### src/cpac_defines.vh
// Summary of operation
// - The power-down pin forces hardware power-down regardless of software enables.
// - Software enables arrive as control words for addresses 27 and 28.
// - Every resource has its own enable; any subset may be shut down.
// - Calibration starts by itself after power-up, without host action.
// - Leaving software power-down with autocal_on_wake clear reuses stored calibration immediately.
// - Calibration stays valid until reset or power-down pin is asserted.
// - With autocal_on_wake set, leaving software power-down runs a calibration.
// - Hardware reset or power-down discards calibration; a fresh one follows.
// - A calibration cycle lasts about 4 ms.
// - master_clk_out_en low stops the master clock output.
// - Each bit clock and conversion clock output has its own enable.
// - Each clock generator powers down by its own enable.
// - Headphone driver and both mixers power down by their enables.
// - Left and right ADC channels power down separately.
// - Each DAC enable powers down its whole stereo channel.
// - analog_section_en low powers down analog parts of ADC and DACs.
// - converter_pd high powers down all four conversion channels.
// - A newly enabled channel starts at first conversion clock edge after sixth frame sync, or at the end of calibration if that comes later.
`ifndef CPAC_DEFINES_VH
`define CPAC_DEFINES_VH

`define CPAC_ADDR_PWR_A   5'h1b
`define CPAC_ADDR_PWR_B   5'h1c
// Address 27 field positions
`define CPAC_B_HP         15
`define CPAC_B_DDM        14
`define CPAC_B_AAM        13
`define CPAC_B_ADL        12
`define CPAC_B_ADR        11
`define CPAC_B_DA1        10
`define CPAC_B_DA2        9
`define CPAC_B_ANA        8
// Address 28 field positions
`define CPAC_B_PDC        15
`define CPAC_B_ACW        14
`define CPAC_B_CLKO       13
`define CPAC_B_BT3        12
`define CPAC_B_BT2        11
`define CPAC_B_BT1        10
`define CPAC_B_CV3        9
`define CPAC_B_CV2        8
`define CPAC_B_CV1        7
`define CPAC_B_C3         6
`define CPAC_B_C2         5
`define CPAC_B_C1         4
// Reset values: everything off, converters powered down
`define CPAC_RST_A        16'h0000
`define CPAC_RST_B        16'h8000
// Calibration time and frame-sync count before a channel starts
`define CPAC_CAL_US       4000
`define CPAC_CLK_MHZ      200
`define CPAC_FS_WAIT      3'h6

`endif

### src/cpac_ctrl.v
`timescale 1ns/1ps
`default_nettype none
`include "cpac_defines.vh"

module cpac_ctrl #(
	parameter CAL_CYCLES = `CPAC_CAL_US * `CPAC_CLK_MHZ,
	parameter CW         = 20
) (
	input  wire        clk_sys,
	input  wire        rst_n,
	input  wire        hw_powerdown_pin_n,
	input  wire        wr_stb,
	input  wire [4:0]  wr_addr,
	input  wire [15:0] wr_data,
	input  wire        serial_frame_sync,
	input  wire        conversion_clock_pin,
	output reg         master_clk_out_en,
	output reg         bitclk_out1_en,
	output reg         bitclk_out2_en,
	output reg         bitclk_out3_en,
	output reg         convclk_out1_en,
	output reg         convclk_out2_en,
	output reg         convclk_out3_en,
	output reg         clkgen_one_en,
	output reg         clkgen_two_en,
	output reg         clkgen_three_en,
	output reg         headphone_drv_en,
	output reg         dac_to_dac_mix_en,
	output reg         analog_mix_en,
	output reg         adc_left_pwr,
	output reg         adc_right_pwr,
	output reg         dac_one_pwr,
	output reg         dac_two_pwr,
	output reg         analog_pwr,
	output reg         adc_left_run,
	output reg         adc_right_run,
	output reg         dac_one_run,
	output reg         dac_two_run,
	output reg         cal_busy,
	output reg         cal_valid,
	output reg         hw_pd_active
);

// =============================================================
// Calibration states
localparam ST_IDLE = 2'b00;
localparam ST_CAL  = 2'b01;
localparam ST_DONE = 2'b10;

// Cut to the counter width on purpose; CAL_CYCLES must fit in CW bits
localparam [31:0]   CAL_LAST_FULL = CAL_CYCLES - 1;
localparam [CW-1:0] CAL_LAST      = CAL_LAST_FULL[CW-1:0];

// =============================================================
// Input synchronisers
// Only the second flop of each chain is read, so metastability stays contained
reg [1:0] pd_sync_reg;
reg [1:0] fs_sync_reg;
reg [1:0] cv_sync_reg;
reg       fs_prev_reg;
reg       cv_prev_reg;

always @(posedge clk_sys or negedge rst_n) begin
	if (!rst_n) begin
		pd_sync_reg <= 2'h0;
		fs_sync_reg <= 2'h0;
		cv_sync_reg <= 2'h0;
		fs_prev_reg <= 1'b0;
		cv_prev_reg <= 1'b0;
	end else begin
		pd_sync_reg <= {pd_sync_reg[0], ~hw_powerdown_pin_n};
		fs_sync_reg <= {fs_sync_reg[0], serial_frame_sync};
		cv_sync_reg <= {cv_sync_reg[0], conversion_clock_pin};
		fs_prev_reg <= fs_sync_reg[1];
		cv_prev_reg <= cv_sync_reg[1];
	end
end

wire hw_pd   = pd_sync_reg[1];
wire fs_rise = fs_sync_reg[1] & ~fs_prev_reg;
wire cv_rise = cv_sync_reg[1] & ~cv_prev_reg;

// =============================================================
// Control words for addresses 27 and 28
reg [15:0] pwr_a_reg;
reg [15:0] pwr_b_reg;
wire wr_a = wr_stb & (wr_addr == `CPAC_ADDR_PWR_A);
wire wr_b = wr_stb & (wr_addr == `CPAC_ADDR_PWR_B);

always @(posedge clk_sys or negedge rst_n) begin
	if (!rst_n) begin
		pwr_a_reg <= `CPAC_RST_A;
		pwr_b_reg <= `CPAC_RST_B;
	end else if (hw_pd) begin
		// Pin power-down returns the settings to their reset state
		pwr_a_reg <= `CPAC_RST_A;
		pwr_b_reg <= `CPAC_RST_B;
	end else begin
		if (wr_a)
			pwr_a_reg <= wr_data;
		if (wr_b)
			pwr_b_reg <= wr_data;
	end
end

// Software power-down means every converter path is off or converter_pd is set
function sw_down;
	input [15:0] a;
	input [15:0] b;
	begin
		sw_down = b[`CPAC_B_PDC] | ~(a[`CPAC_B_ADL] | a[`CPAC_B_ADR] |
			a[`CPAC_B_DA1] | a[`CPAC_B_DA2]);
	end
endfunction

wire sw_down_now = sw_down(pwr_a_reg, pwr_b_reg);
reg  sw_down_prev_reg;

// =============================================================
// Calibration sequencer
reg [1:0]    cal_st_reg;
reg [CW-1:0] cal_cnt_reg;
reg          cal_ok_reg;
reg [1:0]    cal_st_next;
reg [CW-1:0] cal_cnt_next;
reg          cal_ok_next;
wire         wake_edge = sw_down_prev_reg & ~sw_down_now;

always @* begin
	cal_st_next  = cal_st_reg;
	cal_cnt_next = cal_cnt_reg;
	cal_ok_next  = cal_ok_reg;
	case (cal_st_reg)
	ST_IDLE: begin
		// No valid data after reset or pin power-down: calibrate unprompted
		cal_st_next  = ST_CAL;
		cal_cnt_next = {CW{1'b0}};
	end
	ST_CAL: begin
		if (cal_cnt_reg == CAL_LAST) begin
			cal_st_next = ST_DONE;
			cal_ok_next = 1'b1;
		end else begin
			cal_cnt_next = cal_cnt_reg + 1'b1;
		end
	end
	ST_DONE: begin
		// Wake from software power-down keeps old data unless asked
		if (wake_edge && pwr_b_reg[`CPAC_B_ACW]) begin
			cal_st_next  = ST_CAL;
			cal_cnt_next = {CW{1'b0}};
		end
	end
	default: begin
		cal_st_next  = ST_IDLE;
		cal_cnt_next = {CW{1'b0}};
	end
	endcase
end

always @(posedge clk_sys or negedge rst_n) begin
	if (!rst_n) begin
		cal_st_reg       <= ST_IDLE;
		cal_cnt_reg      <= {CW{1'b0}};
		cal_ok_reg       <= 1'b0;
		sw_down_prev_reg <= 1'b1;
	end else if (hw_pd) begin
		// Pin power-down throws the data away and holds off a new run
		cal_st_reg       <= ST_IDLE;
		cal_cnt_reg      <= {CW{1'b0}};
		cal_ok_reg       <= 1'b0;
		sw_down_prev_reg <= 1'b1;
	end else begin
		cal_st_reg       <= cal_st_next;
		cal_cnt_reg      <= cal_cnt_next;
		cal_ok_reg       <= cal_ok_next;
		sw_down_prev_reg <= sw_down_now;
	end
end

wire running_cal = (cal_st_reg != ST_DONE);

// =============================================================
// Channel start gate: sixth frame sync then a conversion clock edge
reg [2:0] fs_cnt_reg [0:3];
reg [3:0] armed_reg;
reg [3:0] run_reg;
wire [3:0] ch_pwr;

// A converter path is up only while its enable is set and converter_pd is clear
function chan_on;
	input en;
	input pd;
	begin
		chan_on = en & ~pd;
	end
endfunction

assign ch_pwr[0] = chan_on(pwr_a_reg[`CPAC_B_ADL], pwr_b_reg[`CPAC_B_PDC]);
assign ch_pwr[1] = chan_on(pwr_a_reg[`CPAC_B_ADR], pwr_b_reg[`CPAC_B_PDC]);
assign ch_pwr[2] = chan_on(pwr_a_reg[`CPAC_B_DA1], pwr_b_reg[`CPAC_B_PDC]);
assign ch_pwr[3] = chan_on(pwr_a_reg[`CPAC_B_DA2], pwr_b_reg[`CPAC_B_PDC]);

// Rewriting an enable that is already set does not restart the count
integer i;
always @(posedge clk_sys or negedge rst_n) begin
	if (!rst_n) begin
		for (i = 0; i < 4; i = i + 1)
			fs_cnt_reg[i] <= 3'h0;
		armed_reg <= 4'h0;
		run_reg   <= 4'h0;
	end else begin
		for (i = 0; i < 4; i = i + 1) begin
			if (!ch_pwr[i] || hw_pd) begin
				fs_cnt_reg[i] <= 3'h0;
				armed_reg[i]  <= 1'b0;
				run_reg[i]    <= 1'b0;
			end else if (!run_reg[i]) begin
				if (armed_reg[i] && cv_rise)
					run_reg[i] <= 1'b1;
				else if (!armed_reg[i] && fs_rise) begin
					if (fs_cnt_reg[i] == `CPAC_FS_WAIT - 3'h1)
						armed_reg[i] <= 1'b1;
					fs_cnt_reg[i] <= fs_cnt_reg[i] + 3'h1;
				end
			end
		end
	end
end

// =============================================================
// Control word fields
// Unused bits of both words are stored but drive nothing
wire fld_hp   = pwr_a_reg[`CPAC_B_HP];
wire fld_ddm  = pwr_a_reg[`CPAC_B_DDM];
wire fld_aam  = pwr_a_reg[`CPAC_B_AAM];
wire fld_ana  = pwr_a_reg[`CPAC_B_ANA];
wire fld_pdc  = pwr_b_reg[`CPAC_B_PDC];
wire fld_clko = pwr_b_reg[`CPAC_B_CLKO];
wire fld_bt1  = pwr_b_reg[`CPAC_B_BT1];
wire fld_bt2  = pwr_b_reg[`CPAC_B_BT2];
wire fld_bt3  = pwr_b_reg[`CPAC_B_BT3];
wire fld_cv1  = pwr_b_reg[`CPAC_B_CV1];
wire fld_cv2  = pwr_b_reg[`CPAC_B_CV2];
wire fld_cv3  = pwr_b_reg[`CPAC_B_CV3];
wire fld_c1   = pwr_b_reg[`CPAC_B_C1];
wire fld_c2   = pwr_b_reg[`CPAC_B_C2];
wire fld_c3   = pwr_b_reg[`CPAC_B_C3];

// =============================================================
// Next output values; the synchronised pin overrides every enable
wire       mclk_next    = ~hw_pd & fld_clko;
wire       bt1_next     = ~hw_pd & fld_bt1;
wire       bt2_next     = ~hw_pd & fld_bt2;
wire       bt3_next     = ~hw_pd & fld_bt3;
wire       cv1_next     = ~hw_pd & fld_cv1;
wire       cv2_next     = ~hw_pd & fld_cv2;
wire       cv3_next     = ~hw_pd & fld_cv3;
wire       cg1_next     = ~hw_pd & fld_c1;
wire       cg2_next     = ~hw_pd & fld_c2;
wire       cg3_next     = ~hw_pd & fld_c3;
wire       hp_next      = ~hw_pd & fld_hp;
wire       ddm_next     = ~hw_pd & fld_ddm;
wire       aam_next     = ~hw_pd & fld_aam;
wire       adl_pwr_next = ~hw_pd & ch_pwr[0];
wire       adr_pwr_next = ~hw_pd & ch_pwr[1];
wire       da1_pwr_next = ~hw_pd & ch_pwr[2];
wire       da2_pwr_next = ~hw_pd & ch_pwr[3];
wire       ana_pwr_next = ~hw_pd & chan_on(fld_ana, fld_pdc);
// Conversion waits for calibration so host data is never uncalibrated
wire [3:0] run_next     = run_reg & {4{~running_cal & ~hw_pd}};
wire       busy_next    = running_cal & ~hw_pd;
wire       valid_next   = cal_ok_reg & ~hw_pd;

// =============================================================
// Clock outputs
always @(posedge clk_sys or negedge rst_n) begin
	if (!rst_n) begin
		master_clk_out_en <= 1'b0;
		bitclk_out1_en    <= 1'b0;
		bitclk_out2_en    <= 1'b0;
		bitclk_out3_en    <= 1'b0;
		convclk_out1_en   <= 1'b0;
		convclk_out2_en   <= 1'b0;
		convclk_out3_en   <= 1'b0;
		clkgen_one_en     <= 1'b0;
		clkgen_two_en     <= 1'b0;
		clkgen_three_en   <= 1'b0;
	end else begin
		master_clk_out_en <= mclk_next;
		bitclk_out1_en    <= bt1_next;
		bitclk_out2_en    <= bt2_next;
		bitclk_out3_en    <= bt3_next;
		convclk_out1_en   <= cv1_next;
		convclk_out2_en   <= cv2_next;
		convclk_out3_en   <= cv3_next;
		clkgen_one_en     <= cg1_next;
		clkgen_two_en     <= cg2_next;
		clkgen_three_en   <= cg3_next;
	end
end

// =============================================================
// Analog and channel power outputs
always @(posedge clk_sys or negedge rst_n) begin
	if (!rst_n) begin
		headphone_drv_en  <= 1'b0;
		dac_to_dac_mix_en <= 1'b0;
		analog_mix_en     <= 1'b0;
		adc_left_pwr      <= 1'b0;
		adc_right_pwr     <= 1'b0;
		dac_one_pwr       <= 1'b0;
		dac_two_pwr       <= 1'b0;
		analog_pwr        <= 1'b0;
	end else begin
		headphone_drv_en  <= hp_next;
		dac_to_dac_mix_en <= ddm_next;
		analog_mix_en     <= aam_next;
		adc_left_pwr      <= adl_pwr_next;
		adc_right_pwr     <= adr_pwr_next;
		dac_one_pwr       <= da1_pwr_next;
		dac_two_pwr       <= da2_pwr_next;
		analog_pwr        <= ana_pwr_next;
	end
end

// =============================================================
// Conversion and status outputs
always @(posedge clk_sys or negedge rst_n) begin
	if (!rst_n) begin
		adc_left_run      <= 1'b0;
		adc_right_run     <= 1'b0;
		dac_one_run       <= 1'b0;
		dac_two_run       <= 1'b0;
		cal_busy          <= 1'b0;
		cal_valid         <= 1'b0;
		hw_pd_active      <= 1'b0;
	end else begin
		adc_left_run      <= run_next[0];
		adc_right_run     <= run_next[1];
		dac_one_run       <= run_next[2];
		dac_two_run       <= run_next[3];
		cal_busy          <= busy_next;
		cal_valid         <= valid_next;
		hw_pd_active      <= hw_pd;
	end
end

endmodule // cpac_ctrl
`default_nettype wire

### config.mk
export PLATFORM = sky130hd
export DESIGN_NAME = cpac_ctrl
export DESIGN_NICKNAME = d
export VERILOG_FILES = /design/src/cpac_ctrl.v
export VERILOG_INCLUDE_DIRS = /design/src /design/src/src
export SDC_FILE = /design/constraint.sdc
export NUM_CORES = 1
export LEC_CHECK = 0
export BUFFER_PORTS_ARGS = -buffer_cell sky130_fd_sc_hd__buf_2
export CAP_MARGIN = 20
export CORE_MARGIN = 3
export CORE_UTILIZATION = 55
export DETAILED_ROUTE_END_ITERATION = 12
export PLACE_DENSITY = 0.73
export SYNTH_ARGS = -nofsm -noshare
export SYNTH_HDL_FRONTEND = slang
export SYNTH_SLANG_ARGS = --single-unit
### constraint.sdc
create_clock -name clk_sys -period 3.34 [get_ports clk_sys]
set_input_delay 0.668 -clock clk_sys [delete_from_list [all_inputs] [get_ports clk_sys]]
set_output_delay 0.668 -clock clk_sys [all_outputs]
set_load 0.01 [all_outputs]
==> run_results.csv, run 1 <==
group,metric,value,unit
status,status,"completed",
floorplan,core-area,7330,sq um
grt,grt_first_pass_wirelength,13800,um
critical_path,path_cells,"nand2_1 -> o31ai_2 -> o31ai_4 -> a221o_1",
grt,grt_max_degree,41,
critical_path,path_max_fanout,12,
place,dp_cells,494,
drt,wl,7760,um
place,place_congestion,0.841,
final_layout,final_layout_size_suffix_gt1_share,21.7,%
grt,grt_pass1_vias,2883,
clocking,numCtsBuffers,9,
timing,tns,0,ps
grt,grt_use_met3,5.07,%
yosys,yosys_warnings,0,
yosys,ys_seq_elements,97,
critical_path,crit_type,"reg -> reg",
drt,postRouteAntennaNets,0,
hold_path,hp-class,"in -> async",
yosys,synth.net_count,392,
grt,use_met2,30.5,%
critical_path,cp_data_required_time,3600,ps
yosys,synth.top_cell.area_share,56.5,%
yosys,netlist_instances,356,
yosys,synth-edff-count,0,
place,pre_cts_ws,1120,ps
critical_path,cp_num_buf_inv,0,
timing,max_slew_margin,34.0,%
yosys,syn_avg_cell_area,11.8,sq um
timing,rsz0062_at_grt,"false",
grt,grt_antenna_before_repair,0,
yosys,synthesis.area,4210,sq um
critical_path,max_stage_delay,790,ps
yosys,synthTopCellsByArea,"dfrtp_1 57%, mux2i_1 4.5%, nor2_1 4.4%, ha_1 2.7%, nor2b_1 2.2%",
yosys,ys.flop_type,"dfrtp_1",
final_layout,largest_reg_flops,20,
grt,grt_use_met1,27.6,%
critical_path,crit_family,"compound AO/OA/AOI/OAI gates",
floorplan,initial_utilization,57.4,%
critical_path,cp-end-kind,"flip-flop",
final_layout,area_delta_synth_final,13.3,%
floorplan,die_area,8730,sq um
critical_path,startpoint_type,"flip-flop",
clocking,clkSlewWorstSetupHoldPaths,100,ps
timing,period_minus_slack,2160,ps
floorplan,rows,31,
clocking,postCtsSetupBuffers,0,
grt,grt_overflow,0,
final_layout,final_cells,509,
yosys,synth_top_area_cell,"dfrtp_1",
timing,finalHoldViolCount,0,
yosys,seq_area_frac_synth,57.8,%
final_layout,final_core_util,65.0,%
critical_path,critPathLaunch,"sw_down_prev_reg$_DFF_PN1_",
clocking,clock_latency,360,ps
drt,dr_total_vias,2836,
place,hpwl,5440,um
grt,grt.total_usage,20.0,%
timing,min_period_over_period,64.7,%
critical_path,cp.arrival,2420,ps
clocking,clock-sinks,97,
critical_path,slowest_stage,"o31ai_2",
timing,fin_ws,1180,ps
drt,drtIter0Drc,117,
drt,viasPerCell,5.57,
yosys,async_flop_share,100,%
pwr,p_leak,2.35,nW
timing,worst_slew_pin_slew,984,ps
run,max-cap-violations,0,
timing,report.final.setup_viol,0,
grt,gr-max-usage-layer,"met2",
timing,fmax,463,MHz
clocking,cts_root_buf,"clkbuf_8",
place,io_buffer_count,47,
clocking,cts_hold_buf,0,
final_layout,layout.nets,442,
yosys,yosysUniqueCellTypes,61,
clocking,cts_resized,0,
drt,first_pass_iters,4,
clocking,htreeDepth,3,
clocking,clockBufferDepth,2,
timing,clock_skew,11.2,ps
pwr,ir_drop,0.269,mV
clocking,cts_tree,"done",
drt,drc,0,
critical_path,rr_startpoint,"sw_down_prev_reg$_DFF_PN1_",
final_layout,diodes,0,
timing,finalMaxSlewViolations,0,
pwr,power_density,457,nW/um^2
final_layout,fill_cells,582,
floorplan,ios,52,
floorplan,die_h,93.5,um
drt,routedWlPerCell,15.2,um
floorplan,die_x,93.5,um
-- synth_stat cells (all sizes together) (3+ instances only) --
library cell,count
a211oi,4
a21o,3
a21oi,15
a31oi,11
and2,5
and3,5
and4,5
buf,6
clkbuf,6
dfrtp,95
ha,9
inv,12
mux2,5
mux2i,19
nand2,18
nand3,6
nand4,5
nor2,49
nor2b,15
nor3,5
nor3b,4
nor4,5
nor4b,5
o21ai,3
o31ai,4
xnor2,5
xor2,4
-- per-layer routing --
layer | up-vias | part of all wire (%)
met4 | 0 | 1.5
met5 | - | 0
met3 | 11 | 4.9
li1 | 1368 | -
met2 | 64 | 47
met1 | 1393 | 47
-- where the power goes --
part / switching (mW) / leakage [nW] / internal [mW] / total, mW
combinational: 0.0520 / 0.914 / 0.0276 / 0.0795
sequential: 0.00930 / 1.32 / 1.18 / 1.19
clock: 0.409 / 0.116 / 0.497 / 0.906
-- through the flow --
stage	area, sq um	hold WS [ps]	total power, mW
6_report	4770	261	2.18
4_1_cts	4770	274	2.19
3_5_place_dp	4530	335	1.30
5_1_grt	4770	282	2.26
2_1_floorplan	4210	331	1.25
3_3_place_gp	4530	333	1.30
-- logic make-up (layout without fill, tap and decap cells) --
kind of cell               Yosys count  in the layout  share of synthesized area [%]
AOI/OAI and AO/OA                   58             58                           9.99
xor gates and xnor gates             9              9                           1.87
adders and majority gates            9              9                           2.68
buffers and inverters               24             78                           2.74
DFF                                 97             97                           57.8
muxes                               24             24                           5.86
and+or+nand+nor                    135            135                           19.1
-- cells in the final DEF (no fill, tap or decap), drive strengths merged, types with 6 or more instances in the layout --
| master | count |
|---|---|
| nor2b | 15 |
| clkbuf | 9 |
| ha | 9 |
| nand2 | 18 |
| nor2 | 49 |
| dfrtp | 95 |
| buf | 51 |
| nand3 | 6 |
| a31oi | 11 |
| a21oi | 15 |
| inv | 13 |
| mux2i | 19 |
-- worst paths after layout --
kind,end,slack [ps],cells past startpoint
hold reg to reg,fs_sync_reg[1]$_DFF_PN0_,360,0
setup / recovery,cal_cnt_reg[18]$_DFFE_PN0P_,1180,4
setup reg to reg,cal_cnt_reg[18]$_DFFE_PN0P_,1180,4
min in group clk_sys,fs_sync_reg[1]$_DFF_PN0_,360,0
max in group asynchronous,cal_cnt_reg[6]$_DFFE_PN0P_,2300,2
hold / removal,cal_cnt_reg[10]$_DFFE_PN0P_,260,1
-- final cells by class --
cell class	count	area [sq um]	share of cell area (%)
Clock buffer	9	124	2.60
Clock inverter	6	115	2.41
Inverter	12	45.0	0.945
Multi-Input combinational cell	235	1660	34.9
Sequential cell	97	2430	51.0
Tap cell	99	124	2.60
Timing Repair Buffer	51	268	5.62
No activity file was read; power rests on OpenSTA's default activity.
==> inputs of run 2 (changes only) <==
Clock period 3.34 ns to 2 ns, I/O delays scaled along.
==> run 2 against run 1 <==
Sequential power grew 67%. Largest cell class unchanged. Non-clock buffer count up 11. Via count rose by 2.0%.
==> run_results.csv, run 2 (synthesized netlist as in run 1, its figures left out) <==
group,metric,value,unit
status,status,"completed",
floorplan,ios,52,
timing,period_minus_slack,1840,ps
drt,postRouteAntennaNets,0,
pwr,ir_drop,0.423,mV
final_layout,final_cells,520,
clocking,htreeDepth,3,
clocking,numCtsBuffers,9,
grt,grt_antenna_before_repair,0,
timing,clock_skew,8.54,ps
pwr,pwr-share-seq,58.7,%
drt,viasPerCell,5.57,
drt,routedWlPerCell,14.9,um
clocking,clock-sinks,97,
grt,grt_first_pass_wirelength,13800,um
timing,finalHoldViolCount,0,
critical_path,cp_num_buf_inv,0,
clocking,clockBufferDepth,2,
timing,tns,0,ps
timing,finalMaxSlewViolations,0,
timing,fmax,543,MHz
run,max-cap-violations,0,
clocking,clock_latency,350,ps
final_layout,multi_input_area,1660,sq um
timing,rsz0062_at_grt,"false",
clocking,cts_tree,"done",
final_layout,fill_cells,564,
critical_path,max_stage_delay,420,ps
grt,grt_max_degree,39,
pwr,clkPwrFrac,36.9,%
final_layout,diodes,0,
final_layout,area_delta_synth_final,14.8,%
drt,dr_total_vias,2894,
clocking,clkSlewWorstSetupHoldPaths,90,ps
pwr,p_comb_share,4.5,%
critical_path,r2r.worst_path.cells,5,
final_layout,final_core_util,65.8,%
drt,drc,0,
place,place_congestion,0.826,
clocking,cts_resized,0,
critical_path,cp-end-kind,"flip-flop",
drt,drtIter0Drc,172,
floorplan,rows,31,
pwr,internal_power,2.61,mW
pwr,swShare,23.0,%
critical_path,path_max_fanout,5,
timing,report.final.setup_viol,0,
critical_path,cp.arrival,2080,ps
grt,grt_overflow,0,
critical_path,slowest_stage,"dfrtp_1",
timing,max_slew_margin,66.3,%
grt,grt.total_usage,19.9,%
critical_path,crit_type,"reg -> reg",
critical_path,crit_path_end,"cal_cnt_reg[3]$_DFFE_PN0P_",
critical_path,crit_family,"simple AND/OR/NAND/NOR gates",
floorplan,die_area,8730,sq um
final_layout,layout.nets,453,
drt,wl,7760,um
grt,grt_pass1_vias,2998,
critical_path,critPathLaunch,"cal_cnt_reg[0]$_DFFE_PN0P_",
critical_path,startpoint_type,"flip-flop",
floorplan,die_h,93.5,um
critical_path,rr_startpoint,"cal_cnt_reg[0]$_DFFE_PN0P_",
final_layout,final_layout_size_suffix_gt1_share,23.8,%
timing,worst_slew_pin_slew,506,ps
critical_path,path_cells,"ha_1 -> and3_1 -> nand3_2 -> or2_4 -> a311oi_1",
place,dp_cells,505,
pwr,p_leak,2.39,nW
final_layout,seq_area,2430,sq um
final_layout,layout_common_cells,"95 x dfrtp_1, 49 x nor2_1, 46 x buf_2",
final_layout,mostFrequentLayoutCell,"dfrtp_1",
pwr,power_switching,779,uW
hold_path,hp-class,"in -> async",
critical_path,r2r-end,"cal_cnt_reg[3]$_DFFE_PN0P_",
timing,min_period_over_period,92.0,%
critical_path,cp_data_required_time,2240,ps
pwr,power_density,702,nW/um^2
floorplan,die_x,93.5,um
clocking,cts_root_buf,"clkbuf_8",
floorplan,initial_utilization,57.4,%
floorplan,core-area,7330,sq um
critical_path,cp_num_cells,5,
drt,first_pass_iters,5,
timing,fin_ws,159,ps
clocking,postCtsSetupBuffers,0,
place,hpwl,5480,um
place,pre_cts_ws,203,ps
critical_path,ff2ff_setup_slack,160,ps
final_layout,largest_reg_flops,20,
pwr,p_total,3.39,mW
place,io_buffer_count,47,
clocking,cts_hold_buf,0,
-- run 2: cell types whose count changed in the layout (fill, tap and decap cells not counted) --
cell        previous run  this run
buf_4                  5        14
clkinvlp_4             1         2
clkinv_2               0         1
buf_12                 0         2
bufinv_16              3         1
-- run 2: worst min path at each step --
stage                             startpoint                       end  slack [ps]  cells after the start
floorplan                              rst_n    adc_left_pwr$_DFF_PN0_         100                      0
global placement    cv_sync_reg[0]$_DFF_PN0_  cv_sync_reg[1]$_DFF_PN0_         330                      0
detailed placement  fs_sync_reg[0]$_DFF_PN0_  fs_sync_reg[1]$_DFF_PN0_         340                      0
CTS                                    rst_n    adc_left_pwr$_DFF_PN0_          20                      1
global route                           rst_n    adc_left_pwr$_DFF_PN0_          20                      1
finish                                 rst_n    adc_left_pwr$_DFF_PN0_           8                      1
-- run 2: worst reg2reg max path, cell delays in order, from the launching register on --
cell	delay (ps)
dfrtp_1	420
ha_1	230
and3_1	270
nand3_2	170
or2_4	320
a311oi_1	310
-- run 2: per-stage QoR --
stage          hold slack, ps  area, sq um
5_1_grt                  24.9         4830
6_report                 8.03         4830
2_1_floorplan             104         4210
3_5_place_dp              343         4640
3_3_place_gp              332         4640
4_1_cts                  17.2         4830
-- run 2: power groups by stage --
| stage | clock network [mW] | registers [mW] | logic (mW) |
|---|---|---|---|
| after floorplan | 0 | 2.03 | 0.0583 |
| after global placement | 0 | 2.03 | 0.152 |
| after detailed placement | 0 | 2.03 | 0.155 |
| after CTS | 1.28 | 1.99 | 0.155 |
| after global routing | 1.36 | 1.99 | 0.171 |
| final | 1.25 | 1.99 | 0.151 |
-- run 2: metal layers --
layer	global-route usage [%]	share of wire, %	vias to the layer above	wire (um)
met5	0	0	-	0
met4	7.69	1.4	0	108
met3	5.47	4.8	11	374
met2	30.3	47	66	3650
met1	27.2	47	1430	3630
li1	-	-	1387	-
-- run 2: layout make-up --
| class | instances | share of cell area, % |
|---|---|---|
| clock inverter | 6 | 1.40 |
| timing repair buffer | 62 | 7.78 |
| multi-input combinational | 235 | 34.4 |
| sequential | 97 | 50.3 |
| clock buffer | 9 | 2.57 |
| inverter | 12 | 0.933 |
| tap | 99 | 2.57 |
